### config.mk
export PLATFORM = sky130hd
export DESIGN_NAME = fpr_regs
export DESIGN_NICKNAME = d
export VERILOG_FILES = /design/src/fpr_pkg.sv /design/src/fpr_regs.sv /design/src/fpr_bp_decode.sv
export VERILOG_INCLUDE_DIRS = /design/src
export SDC_FILE = /design/constraint.sdc
export NUM_CORES = 1
export LEC_CHECK = 0
export ABC_AREA = 0
export ABC_CLOCK_PERIOD_IN_PS = 2400
export BUFFER_PORTS_ARGS = -buffer_cell sky130_fd_sc_hd__buf_2
export CAP_MARGIN = 10
export CORE_MARGIN = 8
export CORE_UTILIZATION = 47
export DETAILED_ROUTE_END_ITERATION = 10
export GPL_TIMING_DRIVEN = 1
export PLACE_DENSITY = 0.89
export SLEW_MARGIN = 20
export SYNTH_ARGS = -nofsm -noshare
export SYNTH_HDL_FRONTEND = slang
export SYNTH_SLANG_ARGS = --single-unit
export TNS_END_PERCENT = 100
### constraint.sdc
create_clock -name ref_clk_i -period 2.4 [get_ports ref_clk_i]
set_input_delay 0.48 -clock ref_clk_i [delete_from_list [all_inputs] [get_ports ref_clk_i]]
set_output_delay 0.48 -clock ref_clk_i [all_outputs]
set_load 0.03 [all_outputs]
### src/fpr_consts.svh
// Purpose: Offsets, field positions, reset values and instruction codes for the flash protect/read config block
// Assumes: Included by bare name from package and modules
// Notes: Definitions only
`ifndef FPR_CONSTS_SVH
`define FPR_CONSTS_SVH

// ****************************************
// Instruction codes
// ****************************************
`define FPR_OP_SRP_NV 8'h65
`define FPR_OP_SRP_V0 8'hC0
`define FPR_OP_SRP_V1 8'h63
`define FPR_OP_SERP_NV 8'h85
// Volatile extended set code; value is a plain choice
`define FPR_OP_SERP_V 8'h83
`define FPR_OP_WR_FUNC 8'h42

// ****************************************
// Read commands for dummy defaults
// ****************************************
`define FPR_RD_FAST 8'h0B
`define FPR_RD_FAST_DTR 8'h0D
`define FPR_RD_DUAL_OUT 8'h3B
`define FPR_RD_DUAL_IO 8'hBB
`define FPR_RD_DUAL_IO_DTR 8'hBD
`define FPR_RD_QUAD_OUT 8'h6B
`define FPR_RD_QUAD_IO 8'hEB
`define FPR_RD_QUAD_IO_DTR 8'hED
`define FPR_DUMMY_DEF_8 5'h08
`define FPR_DUMMY_DEF_6 5'h06
`define FPR_DUMMY_DEF_4 5'h04

// ****************************************
// Read parameter fields
// ****************************************
`define FPR_RP_PIN_SEL 7
`define FPR_RP_DUMMY_HI 6
`define FPR_RP_DUMMY_LO 3
`define FPR_RP_WRAP_EN 2
`define FPR_RP_BURST_HI 1
`define FPR_RP_BURST_LO 0
`define FPR_RP_RESET 8'h00
`define FPR_ERP_RESET 8'h00

// ****************************************
// Function register fields
// ****************************************
`define FPR_FR_PROGRAM_SUSPENDED_FLAG 2
`define FPR_FR_ERASE_SUSPENDED_FLAG 3
`define FPR_FR_LOCK_LO 4
`define FPR_FR_LOCK_HI 7
`define FPR_FR_LOCK_RESET 4'h0

// ****************************************
// Burst sizes in bytes
// ****************************************
`define FPR_BURST_8 7'h08
`define FPR_BURST_16 7'h10
`define FPR_BURST_32 7'h20
`define FPR_BURST_64 7'h40

`endif

### src/fpr_pkg.sv
// Purpose: Types for the flash protect/read config block
// Assumes: fpr_consts.svh holds the numbers
// Notes: State of the top module is one packed struct
package fpr_pkg;
    `include "fpr_consts.svh"

    typedef enum logic [0:0] {
        FPR_PUP_LOAD = 1'b0,
        FPR_PUP_RUN = 1'b1
    } fpr_pup_t;

    typedef struct packed {
        fpr_pup_t pup;
        logic [7:0] rp_nv;
        logic [7:0] rp_v;
        logic [7:0] erp_nv;
        logic [7:0] erp_v;
        logic [3:0] row_lock;
        logic prog_susp;
        logic erase_susp;
        logic [15:0] prot_mask;
        logic pin_reset;
        logic pin_hold;
        logic pin_data;
        logic [4:0] dummy;
        logic wrap_in_burst;
        logic [6:0] burst_bytes;
        logic op_done;
        logic op_inhibit;
    } fpr_state_t;
endpackage

### src/fpr_regs.sv
// Purpose: Protect decode, suspend/lock function register and read-parameter register pair of a serial flash
// Assumes: Instruction decode and array engine sit outside and drive one-cycle strobes
// Notes: Non-volatile copies are modelled in flops that reset to the factory default
`timescale 1ns/1ps
`include "fpr_consts.svh"

// How it works
// RULE1: Block-protect code maps to top or bottom 64 KB blocks, 0000/1111 none.
// RULE2: Codes 0101 through 1010 protect every block.
// RULE3: Suspend during program sets bit 2; resume clears it.
// RULE4: Suspend during erase sets bit 3; resume clears it.
// RULE5: Lock bits 4..7 reject programming of the matching information row.
// RULE6: Lock bits only ever go from zero to one.
// RULE7: Read and extended read registers are NV/volatile pairs; power-up copies NV.
// RULE8: In plain SPI with quad off, bit 7 picks hold (0) or reset (1).
// RULE9: Quad enable or four-wire mode ignores bit 7; pin is fourth data line.
// RULE10: Bits 6..3 give one to fifteen dummy cycles.
// RULE11: Bit 2 enables burst wrap, default off.
// RULE12: Bits 1..0 give burst of 8, 16, 32 or 64 bytes.
// RULE13: 65h writes NV copy, C0h/63h write volatile copy, only that copy.
// RULE14: Wrap disabled wraps over whole array; enabled wraps within burst.
// RULE15: Dummy field zero selects each command's own default count.
// RULE16: NV writes need the write enable latch; volatile writes do not.
// RULE17: Program or erase into a protected block is inhibited.
// RULE18: Function bits 1..0 read zero and ignore writes.
module fpr_regs
    import fpr_pkg::*;
(
    input wire logic ref_clk_i,
    input wire logic nrst_i,
    input wire logic instr_valid_i,
    input wire logic [7:0] instr_code_i,
    input wire logic [7:0] instr_data_i,
    input wire logic write_enable_latch_i,
    input wire logic [3:0] block_protect_i,
    input wire logic quad_pins_enable_i,
    input wire logic four_wire_command_mode_i,
    input wire logic suspend_i,
    input wire logic resume_i,
    input wire logic program_busy_i,
    input wire logic erase_busy_i,
    input wire logic [7:0] read_cmd_i,
    input wire logic op_req_i,
    input wire logic op_is_row_i,
    input wire logic [3:0] op_block_i,
    input wire logic [1:0] op_row_i,
    output logic [7:0] func_reg_o,
    output logic [7:0] read_param_o,
    output logic [7:0] read_param_nv_o,
    output logic [7:0] ext_param_o,
    output logic [7:0] ext_param_nv_o,
    output logic [15:0] protected_blocks_o,
    output logic pin_is_reset_o,
    output logic pin_is_hold_o,
    output logic fourth_data_line_o,
    output logic [4:0] dummy_cycles_o,
    output logic wrap_in_burst_o,
    output logic [6:0] burst_bytes_o,
    output logic ready_o,
    output logic op_done_o,
    output logic op_inhibit_o
);
    // ****************************************
    // Decoding helpers
    // ****************************************
    function automatic logic [4:0] dummy_count(input logic [7:0] rp, input logic [7:0] cmd, input logic four_wire_command_mode);
        logic [3:0] fld;
        fld = rp[`FPR_RP_DUMMY_HI:`FPR_RP_DUMMY_LO];
        if (fld != 4'h0) begin
            dummy_count = {1'b0, fld}; // [RULE10]
        end else begin
            case (cmd) // [RULE15]
                `FPR_RD_FAST, `FPR_RD_FAST_DTR: dummy_count = four_wire_command_mode ? `FPR_DUMMY_DEF_6 : `FPR_DUMMY_DEF_8;
                `FPR_RD_DUAL_IO, `FPR_RD_DUAL_IO_DTR: dummy_count = `FPR_DUMMY_DEF_4;
                `FPR_RD_QUAD_IO, `FPR_RD_QUAD_IO_DTR: dummy_count = `FPR_DUMMY_DEF_6;
                default: dummy_count = `FPR_DUMMY_DEF_8;
            endcase
        end
    endfunction

    function automatic logic [6:0] burst_size(input logic [1:0] code);
        case (code) // [RULE12]
            2'h0: burst_size = `FPR_BURST_8;
            2'h1: burst_size = `FPR_BURST_16;
            2'h2: burst_size = `FPR_BURST_32;
            2'h3: burst_size = `FPR_BURST_64;
            default: burst_size = `FPR_BURST_8;
        endcase
    endfunction

    // ****************************************
    // Block protect decode
    // ****************************************
    logic [15:0] bp_mask;

    fpr_bp_decode u_bp_decode ( // [RULE1] [RULE2]
        .bp_i(block_protect_i),
        .mask_o(bp_mask)
    );

    // ****************************************
    // State update
    // ****************************************
    fpr_state_t s_q;
    fpr_state_t s_d;
    logic accept;
    logic quad_io;
    logic [7:0] rp_next;

    always_comb begin
        s_d = s_q;
        // Instructions are held off until the power-up copy is done
        accept = instr_valid_i && (s_q.pup == FPR_PUP_RUN);
        quad_io = quad_pins_enable_i || four_wire_command_mode_i;
        case (s_q.pup)
            FPR_PUP_LOAD: begin
                s_d.rp_v = s_q.rp_nv; // [RULE7]
                s_d.erp_v = s_q.erp_nv; // [RULE7]
                s_d.pup = FPR_PUP_RUN;
            end
            FPR_PUP_RUN: begin
                s_d.pup = FPR_PUP_RUN;
            end
            default: begin
                s_d.pup = FPR_PUP_LOAD;
            end
        endcase
        if (accept) begin
            case (instr_code_i)
                `FPR_OP_SRP_NV: begin
                    if (write_enable_latch_i) begin // [RULE16]
                        s_d.rp_nv = instr_data_i; // [RULE13]
                    end
                end
                `FPR_OP_SRP_V0, `FPR_OP_SRP_V1: begin
                    s_d.rp_v = instr_data_i; // [RULE13] [RULE16]
                end
                `FPR_OP_SERP_NV: begin
                    if (write_enable_latch_i) begin // [RULE16]
                        s_d.erp_nv = instr_data_i;
                    end
                end
                `FPR_OP_SERP_V: begin
                    s_d.erp_v = instr_data_i;
                end
                `FPR_OP_WR_FUNC: begin
                    // OTP: a one can be added, never removed; low bits dropped
                    if (write_enable_latch_i) begin // [RULE16]
                        s_d.row_lock = s_q.row_lock | instr_data_i[`FPR_FR_LOCK_HI:`FPR_FR_LOCK_LO]; // [RULE6] [RULE18]
                    end
                end
                default: begin
                    s_d.rp_v = s_d.rp_v;
                end
            endcase
        end
        // Resume clears, but a suspend in the same cycle wins
        if (resume_i && s_q.prog_susp) begin
            s_d.prog_susp = 1'b0; // [RULE3]
        end
        if (suspend_i && program_busy_i) begin
            s_d.prog_susp = 1'b1; // [RULE3]
        end
        if (resume_i && s_q.erase_susp) begin
            s_d.erase_susp = 1'b0; // [RULE4]
        end
        if (suspend_i && erase_busy_i) begin
            s_d.erase_susp = 1'b1; // [RULE4]
        end
        // Operation check against locks and protected region
        s_d.op_done = op_req_i;
        if (op_is_row_i) begin
            s_d.op_inhibit = op_req_i && s_q.row_lock[op_row_i]; // [RULE5]
        end else begin
            s_d.op_inhibit = op_req_i && bp_mask[op_block_i]; // [RULE17]
        end
        // Derived outputs are built from the next working copy, so they change on the same edge as it
        rp_next = s_d.rp_v;
        s_d.prot_mask = bp_mask;
        s_d.pin_data = quad_io; // [RULE9]
        s_d.pin_reset = !quad_io && rp_next[`FPR_RP_PIN_SEL]; // [RULE8]
        s_d.pin_hold = !quad_io && !rp_next[`FPR_RP_PIN_SEL]; // [RULE8]
        s_d.dummy = dummy_count(rp_next, read_cmd_i, four_wire_command_mode_i);
        s_d.wrap_in_burst = rp_next[`FPR_RP_WRAP_EN]; // [RULE11] [RULE14]
        s_d.burst_bytes = burst_size(rp_next[`FPR_RP_BURST_HI:`FPR_RP_BURST_LO]);
    end

    always_ff @(posedge ref_clk_i or negedge nrst_i) begin
        if (!nrst_i) begin
            s_q <= '0;
            s_q.pup <= FPR_PUP_LOAD;
            s_q.rp_nv <= `FPR_RP_RESET;
            s_q.rp_v <= `FPR_RP_RESET;
            s_q.erp_nv <= `FPR_ERP_RESET;
            s_q.erp_v <= `FPR_ERP_RESET;
            s_q.row_lock <= `FPR_FR_LOCK_RESET;
            s_q.pin_hold <= 1'b1;
            s_q.dummy <= `FPR_DUMMY_DEF_8;
            s_q.burst_bytes <= `FPR_BURST_8;
        end else begin
            s_q <= s_d;
        end
    end

    // ****************************************
    // Outputs
    // ****************************************
    assign func_reg_o = {s_q.row_lock, s_q.erase_susp, s_q.prog_susp, 2'b00}; // [RULE18]
    assign read_param_o = s_q.rp_v;
    assign read_param_nv_o = s_q.rp_nv;
    assign ext_param_o = s_q.erp_v;
    assign ext_param_nv_o = s_q.erp_nv;
    assign protected_blocks_o = s_q.prot_mask;
    assign pin_is_reset_o = s_q.pin_reset;
    assign pin_is_hold_o = s_q.pin_hold;
    assign fourth_data_line_o = s_q.pin_data;
    assign dummy_cycles_o = s_q.dummy;
    assign wrap_in_burst_o = s_q.wrap_in_burst;
    assign burst_bytes_o = s_q.burst_bytes;
    assign ready_o = (s_q.pup == FPR_PUP_RUN);
    assign op_done_o = s_q.op_done;
    assign op_inhibit_o = s_q.op_inhibit;
endmodule

### src/fpr_bp_decode.sv
// Purpose: Map four block-protect bits to a 16-block protection mask
// Assumes: Largest density, sixteen 64 KB blocks
// Notes: Purely combinational
`timescale 1ns/1ps
module fpr_bp_decode
    import fpr_pkg::*;
(
    input wire logic [3:0] bp_i,
    output logic [15:0] mask_o
);
    always_comb begin
        case (bp_i)
            4'h0: mask_o = 16'h0000; // [RULE1]
            4'h1: mask_o = 16'h8000; // [RULE1]
            4'h2: mask_o = 16'hC000; // [RULE1]
            4'h3: mask_o = 16'hF000; // [RULE1]
            4'h4: mask_o = 16'hFF00; // [RULE1]
            4'h5, 4'h6, 4'h7, 4'h8, 4'h9, 4'hA: mask_o = 16'hFFFF; // [RULE2]
            4'hB: mask_o = 16'h00FF; // [RULE1]
            4'hC: mask_o = 16'h000F; // [RULE1]
            4'hD: mask_o = 16'h0003; // [RULE1]
            4'hE: mask_o = 16'h0001; // [RULE1]
            4'hF: mask_o = 16'h0000; // [RULE1]
            default: mask_o = 16'h0000;
        endcase
    end
endmodule

### After elaboration in Yosys (flattened, before gate mapping)

Memories as Yosys holds them, arrays and structs flattened.
Cells that the tools add are included.
Widths: inputs -> output; s select.

| storage, ports and cells | value |
|---|---|
| register bits after elaboration | 73 |
| ROM bits | 256 |
| input port bits | 46 |
| output and inout bits | 75 |
| logic and storage cells | 81 |
| memories kept | 1 |

Memories:

| memory | words | width | rd ports | clocked after memory_dff | wr ports | RTL line | source |
|---|---|---|---|---|---|---|---|
| (name not given) | 16 | 16 | 1 | 0 | 0 | fpr_bp_decode.sv:12 | `case (bp_i)` |

| operators by class | value |
|---|---|
| $lt $le $gt $ge | 2 |
| equality and inequality tests | 15 |
| muxes and demuxes | 22 |
| bitwise operators | 1 |
| reductions and logical operators | 23 |

Operators with widths:

| cell | count |
|---|---|
| $eq 8x8->1 const B | 7 |
| $mux 8 | 6 |
| $mux 28 | 1 |
| $pmux 7 s4 | 1 |
| $eq 8x7->1 const B | 3 |
| $eq 8x4->1 const B | 2 |
| $mux 4 | 4 |
| $pmux 4 s3 | 1 |
| $logic_and 1x1->1 | 9 |
| $reduce_and 3->1 | 3 |
| $reduce_or 2->1 | 4 |
| $mux 1 | 7 |
| $lt 4x5->1 const B | 1 |
| $bmux 1 s4 | 1 |
| $eq 2x2->1 const B | 2 |
| $or 4x4->4 | 1 |
| $reduce_bool 2->1 | 2 |
| $reduce_bool 4->1 | 1 |
| $lt 2x3->1 const B | 1 |
| $bmux 1 s2 | 1 |
| $eq 2x1->1 const B | 1 |
| $logic_not 1->1 | 2 |
| $logic_not 2->1 | 1 |
| $logic_or 1x1->1 | 1 |

### Logic depth before layout (Yosys ltp)

| depth | value |
|---|---|
| depth after elaboration | 6 |
| mapped depth | 7 |
| mapped depth without buffers | 6 |

### Hierarchy

Synthesis repeated with hierarchy kept, for this count alone.

| second synthesis, totals | value |
|---|---|
| cell total of the unflattened synthesis | 220 |
| area total of the unflattened synthesis | 2992.9 µm² |

Modules (own cells, without submodules):

| module | times used | cells each | area an instance (µm²) |
|---|---|---|---|
| fpr_regs | 1 | 196 | 2815.2 |
| fpr_bp_decode | 1 | 24 | 177.7 |

### Least setup slack after synthesis

Ideal clock, no wire load.

| timing path | value |
|---|---|
| kind | register to register |
| start point | register s_q (netlist bit ready_o) |
| end point | register s_q (netlist bit dummy_cycles_o[1]) |
| library setup time | 0.110 ns |
| arrival | 2.188 ns |
| data required time | 2.290 ns |
| path slack | 0.102 ns |
| stages on the path, launching flop included | 7 |
| buffers on the path | 1 |
| cell sequence | dfrtp_1 > buf_2 > nand4_1 > or3_1 > o32ai_4 > mux2_2 > o41ai_1 |

RTL lines:

| element | RTL line | source |
|---|---|---|
| from (decl) | fpr_regs.sv:104 | `fpr_state_t s_q;` |

==> impl_results.md <==
- Status: finished, final reports clean
- Insertion delay of the later-clocked pin in the worst-skew pair: 0.33 ns
- Buffers plus inverters on the worst setup path: 3
- Core area: 5540 um^2
- Routability congestion estimate: 0.863
- Max-slew headroom at the worst pin: 0.509
- Routed wirelength normalized by instance count: 16.6 um
- Worst hold-check slack: 0.276 ns
- Hold Crit Class: primary input to flop
- Cells after synthesis: 226
- Net count of the finished layout: 389
- Count of endpoints failing setup in the final report: 0
- Total GRT Usage: 0.166
- Async set-reset flop share out of synthesis: 1.00
- Leakage Power: 1.97 nW
- Max Clock Freq: 0.468 GHz
- Dominant cells by area after synthesis: dfrtp_1 (53%), mux2_2 (11%), mux2i_1 (4.4%), buf_4 (4.2%), o21ai_0 (3.0%)
- Critical-path cell list: buf_2, or4b_4, o32ai_4, buf_4, mux2i_1, inv_1, o41ai_1
- Floorplan die area: 8430 um^2
- Num Clock Sinks: 60
- Via count of the first global-routing pass: 2,429
- Number of unique standard cell types used by synthesis: 43
- Root buffer cell: clkbuf_8
- Initial Util: 0.488
- Antenna diodes: 0
- Post-CTS Hold Buffers: 0
- Largest stage delay, worst path: 0.55 ns
- Count of maximum capacitance violations: 0
- Area growth, synth to finish: 31.4%
- Crit Path Max Fanout: 3
- Category of cells accounting for the largest share of critical-path delay: compound AO/OA/AOI/OAI gates
- Clock tree from TritonCTS: yes
- CTS HTree Levels: 3
- Die outline width: 91.8 um
- Wire length after detailed routing: 6950 um
- Sort of element at the end of the critical path: flop
- Synth cell count leaders: dfrtp_1 (57), mux2_2 (27), o21ai_0 (16)
- Top_reg_cell synth: dfrtp_1
- Flops & latches, synth: 60
- Unrepaired setup endpoints after global routing: no
- Total Power: 2.38 mW
- Worst IR drop on VDD: 0.392 mV
- Drt initial violations: 72
- Most frequent cell after synthesis: dfrtp_1
- Number of detailed-route iterations in the first pass: 4
- Height of the die: 91.8 um
- Clock buffer count from CTS: 9
- Remaining antenna violation count: 0
- Syn Std Cell Area: 2700 um^2
- Area leader, netlist: dfrtp_1
- Final hold violation count: 0
- I/O pin cnt: 121
- Wire length of the first global-routing pass: 11,300 um
- Yosys synthesis warning count: 0
- Count of unresolved DRC violations after routing: 0
- Min Tclk post-route: 2.14 ns
- Area after DPL: 3330 um^2
- Max-slew violation count: 0
- Critical setup path kind: primary input to flop
- Total setup buffers inserted after CTS: 0
- Number of antenna violations at the first check in global routing: 0
- Average cell area after synthesis: 12.0 um^2
- Arrival time at the worst endpoint: 2.35 ns
- Total gr overflow: 0
- Clk pin slew, worst setup/hold paths: 0.07 ns
- Number of gates given a new drive strength after cts: 0
- Fill cell count: 461
- Final Cycle Share: 0.891
- Measured slew at the worst slew-check pin: 0.737 ns
- Proportion of netlist area held by the largest area contributor: 0.528
- Data required time of the critical path: 2.61 ns
- Post-detailed-placement half-perimeter wirelength: 5310 um
- Number of flops mapped to enable cells by yosys: 0
- Share of cells above drive strength 1: 0.503
- Slowest stage cell on the critical path: or4b_4
- Element type at the critical path start: primary input
- Row cnt: 27
- Worst-case clock skew: 0.00853 ns
- Post-route standard cell area excluding fillers: 3550 um^2
- Total number of vias: 2,164
- Maximum number of pins on one net before global-route repair: 61
- Total power per unit cell area: 671 nW/um^2
- Sequential-to-total area share from yosys stat: 0.557
- DR vias/cell: 5.15
- CTS max path bufs: 2
- Count of input and output buffers: 114
where the power goes:
part	switching [mW]	internal, mW	total, mW
logic	0.215	0.0995	0.315
registers	0.0146	1.05	1.06
clock network	0.417	0.589	1.01
total	0.647	1.73	2.38
placed cells by master, fill, tap and decap left out, types with 2 or more instances in the layout:
cell type   instances
nor2b_1             4
o21ai_0            16
a21oi_1             4
dfrtp_1            57
and2_1              3
dfstp_2             3
mux2_2             27
nor2_1             10
nand3_1             2
xnor2_1             2
and3_1              2
inv_6               2
or3_1               3
inv_1               9
nand3b_1            2
nand2_1            14
buf_4               9
clkbuf_8            9
buf_2             114
o41ai_1             3
a21o_1              4
bufinv_16           2
clkinvlp_4          2
conb_1              7
nor3_1              3
mux2i_1            12
per-layer routing:
layer	part of all wire	vias up	track usage
li1	-	1002	-
met1	0.39	1053	0.181
met2	0.50	96	0.273
met3	0.094	13	0.0685
met4	0.021	0	0.0805
met5	0	-	0
worst paths after layout:
path,from,end,slack [ns],cells after the start
worst min register to register,func_reg_o[5]$_DFFE_PN0P_,func_reg_o[5]$_DFFE_PN0P_,0.49,1
worst min-delay path,op_req_i,op_done_o$_DFF_PN0_,0.28,1
worst max register to register,ready_o$_DFF_PN0_,dummy_cycles_o[1]$_DFF_PN0_,0.30,7
worst max-delay path,instr_code_i[0],dummy_cycles_o[1]$_DFF_PN0_,0.26,7
min in group asynchronous,nrst_i,protected_blocks_o[13]$_DFF_PN0_,0.29,2
max in group asynchronous,nrst_i,read_param_o[6]$_DFF_PN0_,1.62,2
registers in the layout, indices dropped and copies added, names as in the netlist:
signal / flops
ext_param_nv_o: 8
ext_param_o: 8
protected_blocks_o: 8
read_param_nv_o: 8
read_param_o: 8
func_reg_o: 6
burst_bytes_o: 4
dummy_cycles_o: 4
fourth_data_line_o: 1
op_done_o: 1
op_inhibit_o: 1
pin_is_hold_o: 1
pin_is_reset_o: 1
ready_o: 1
cells by family after synthesis:
logic type,Yosys count,share of synthesized area
flops,60,0.557
simple gates,54,0.109
mux,40,0.165
compound gates,35,0.0894
buf+inv,32,0.0662
xor+xnor,3,0.00973
other cells,2,0.00278
layout make-up:
cell class | instances | area, um^2 | share of cell area
sequential | 60 | 1510 | 0.424
multi-input combinational | 139 | 1040 | 0.293
timing repair buffer | 124 | 658 | 0.185
clock buffer | 9 | 124 | 0.0349
clock inverter | 7 | 97.6 | 0.0275
tap | 72 | 90.1 | 0.0254
inverter | 9 | 33.8 | 0.00952
metrics by stage:
stage                      util  worst slack [ns]  TNS, ns  instances
after floorplan               -             0.102        0        231
after detailed placement  0.601           -0.0929  -0.0929        404
after global placement    0.601            0.0401        0        404
after CTS                 0.641             0.287        0        420
final                     0.641             0.263        0        420
after global routing      0.641             0.187        0        420
worst reg2reg max path, cell delays in order (launching register included):
cell,delay (ns)
dfrtp_1,0.38
nand4_1,0.10
or3_1,0.39
o32ai_4,0.19
buf_4,0.20
mux2i_1,0.26
inv_1,0.09
o41ai_1,0.38
(Power assumes the default switching activity.)
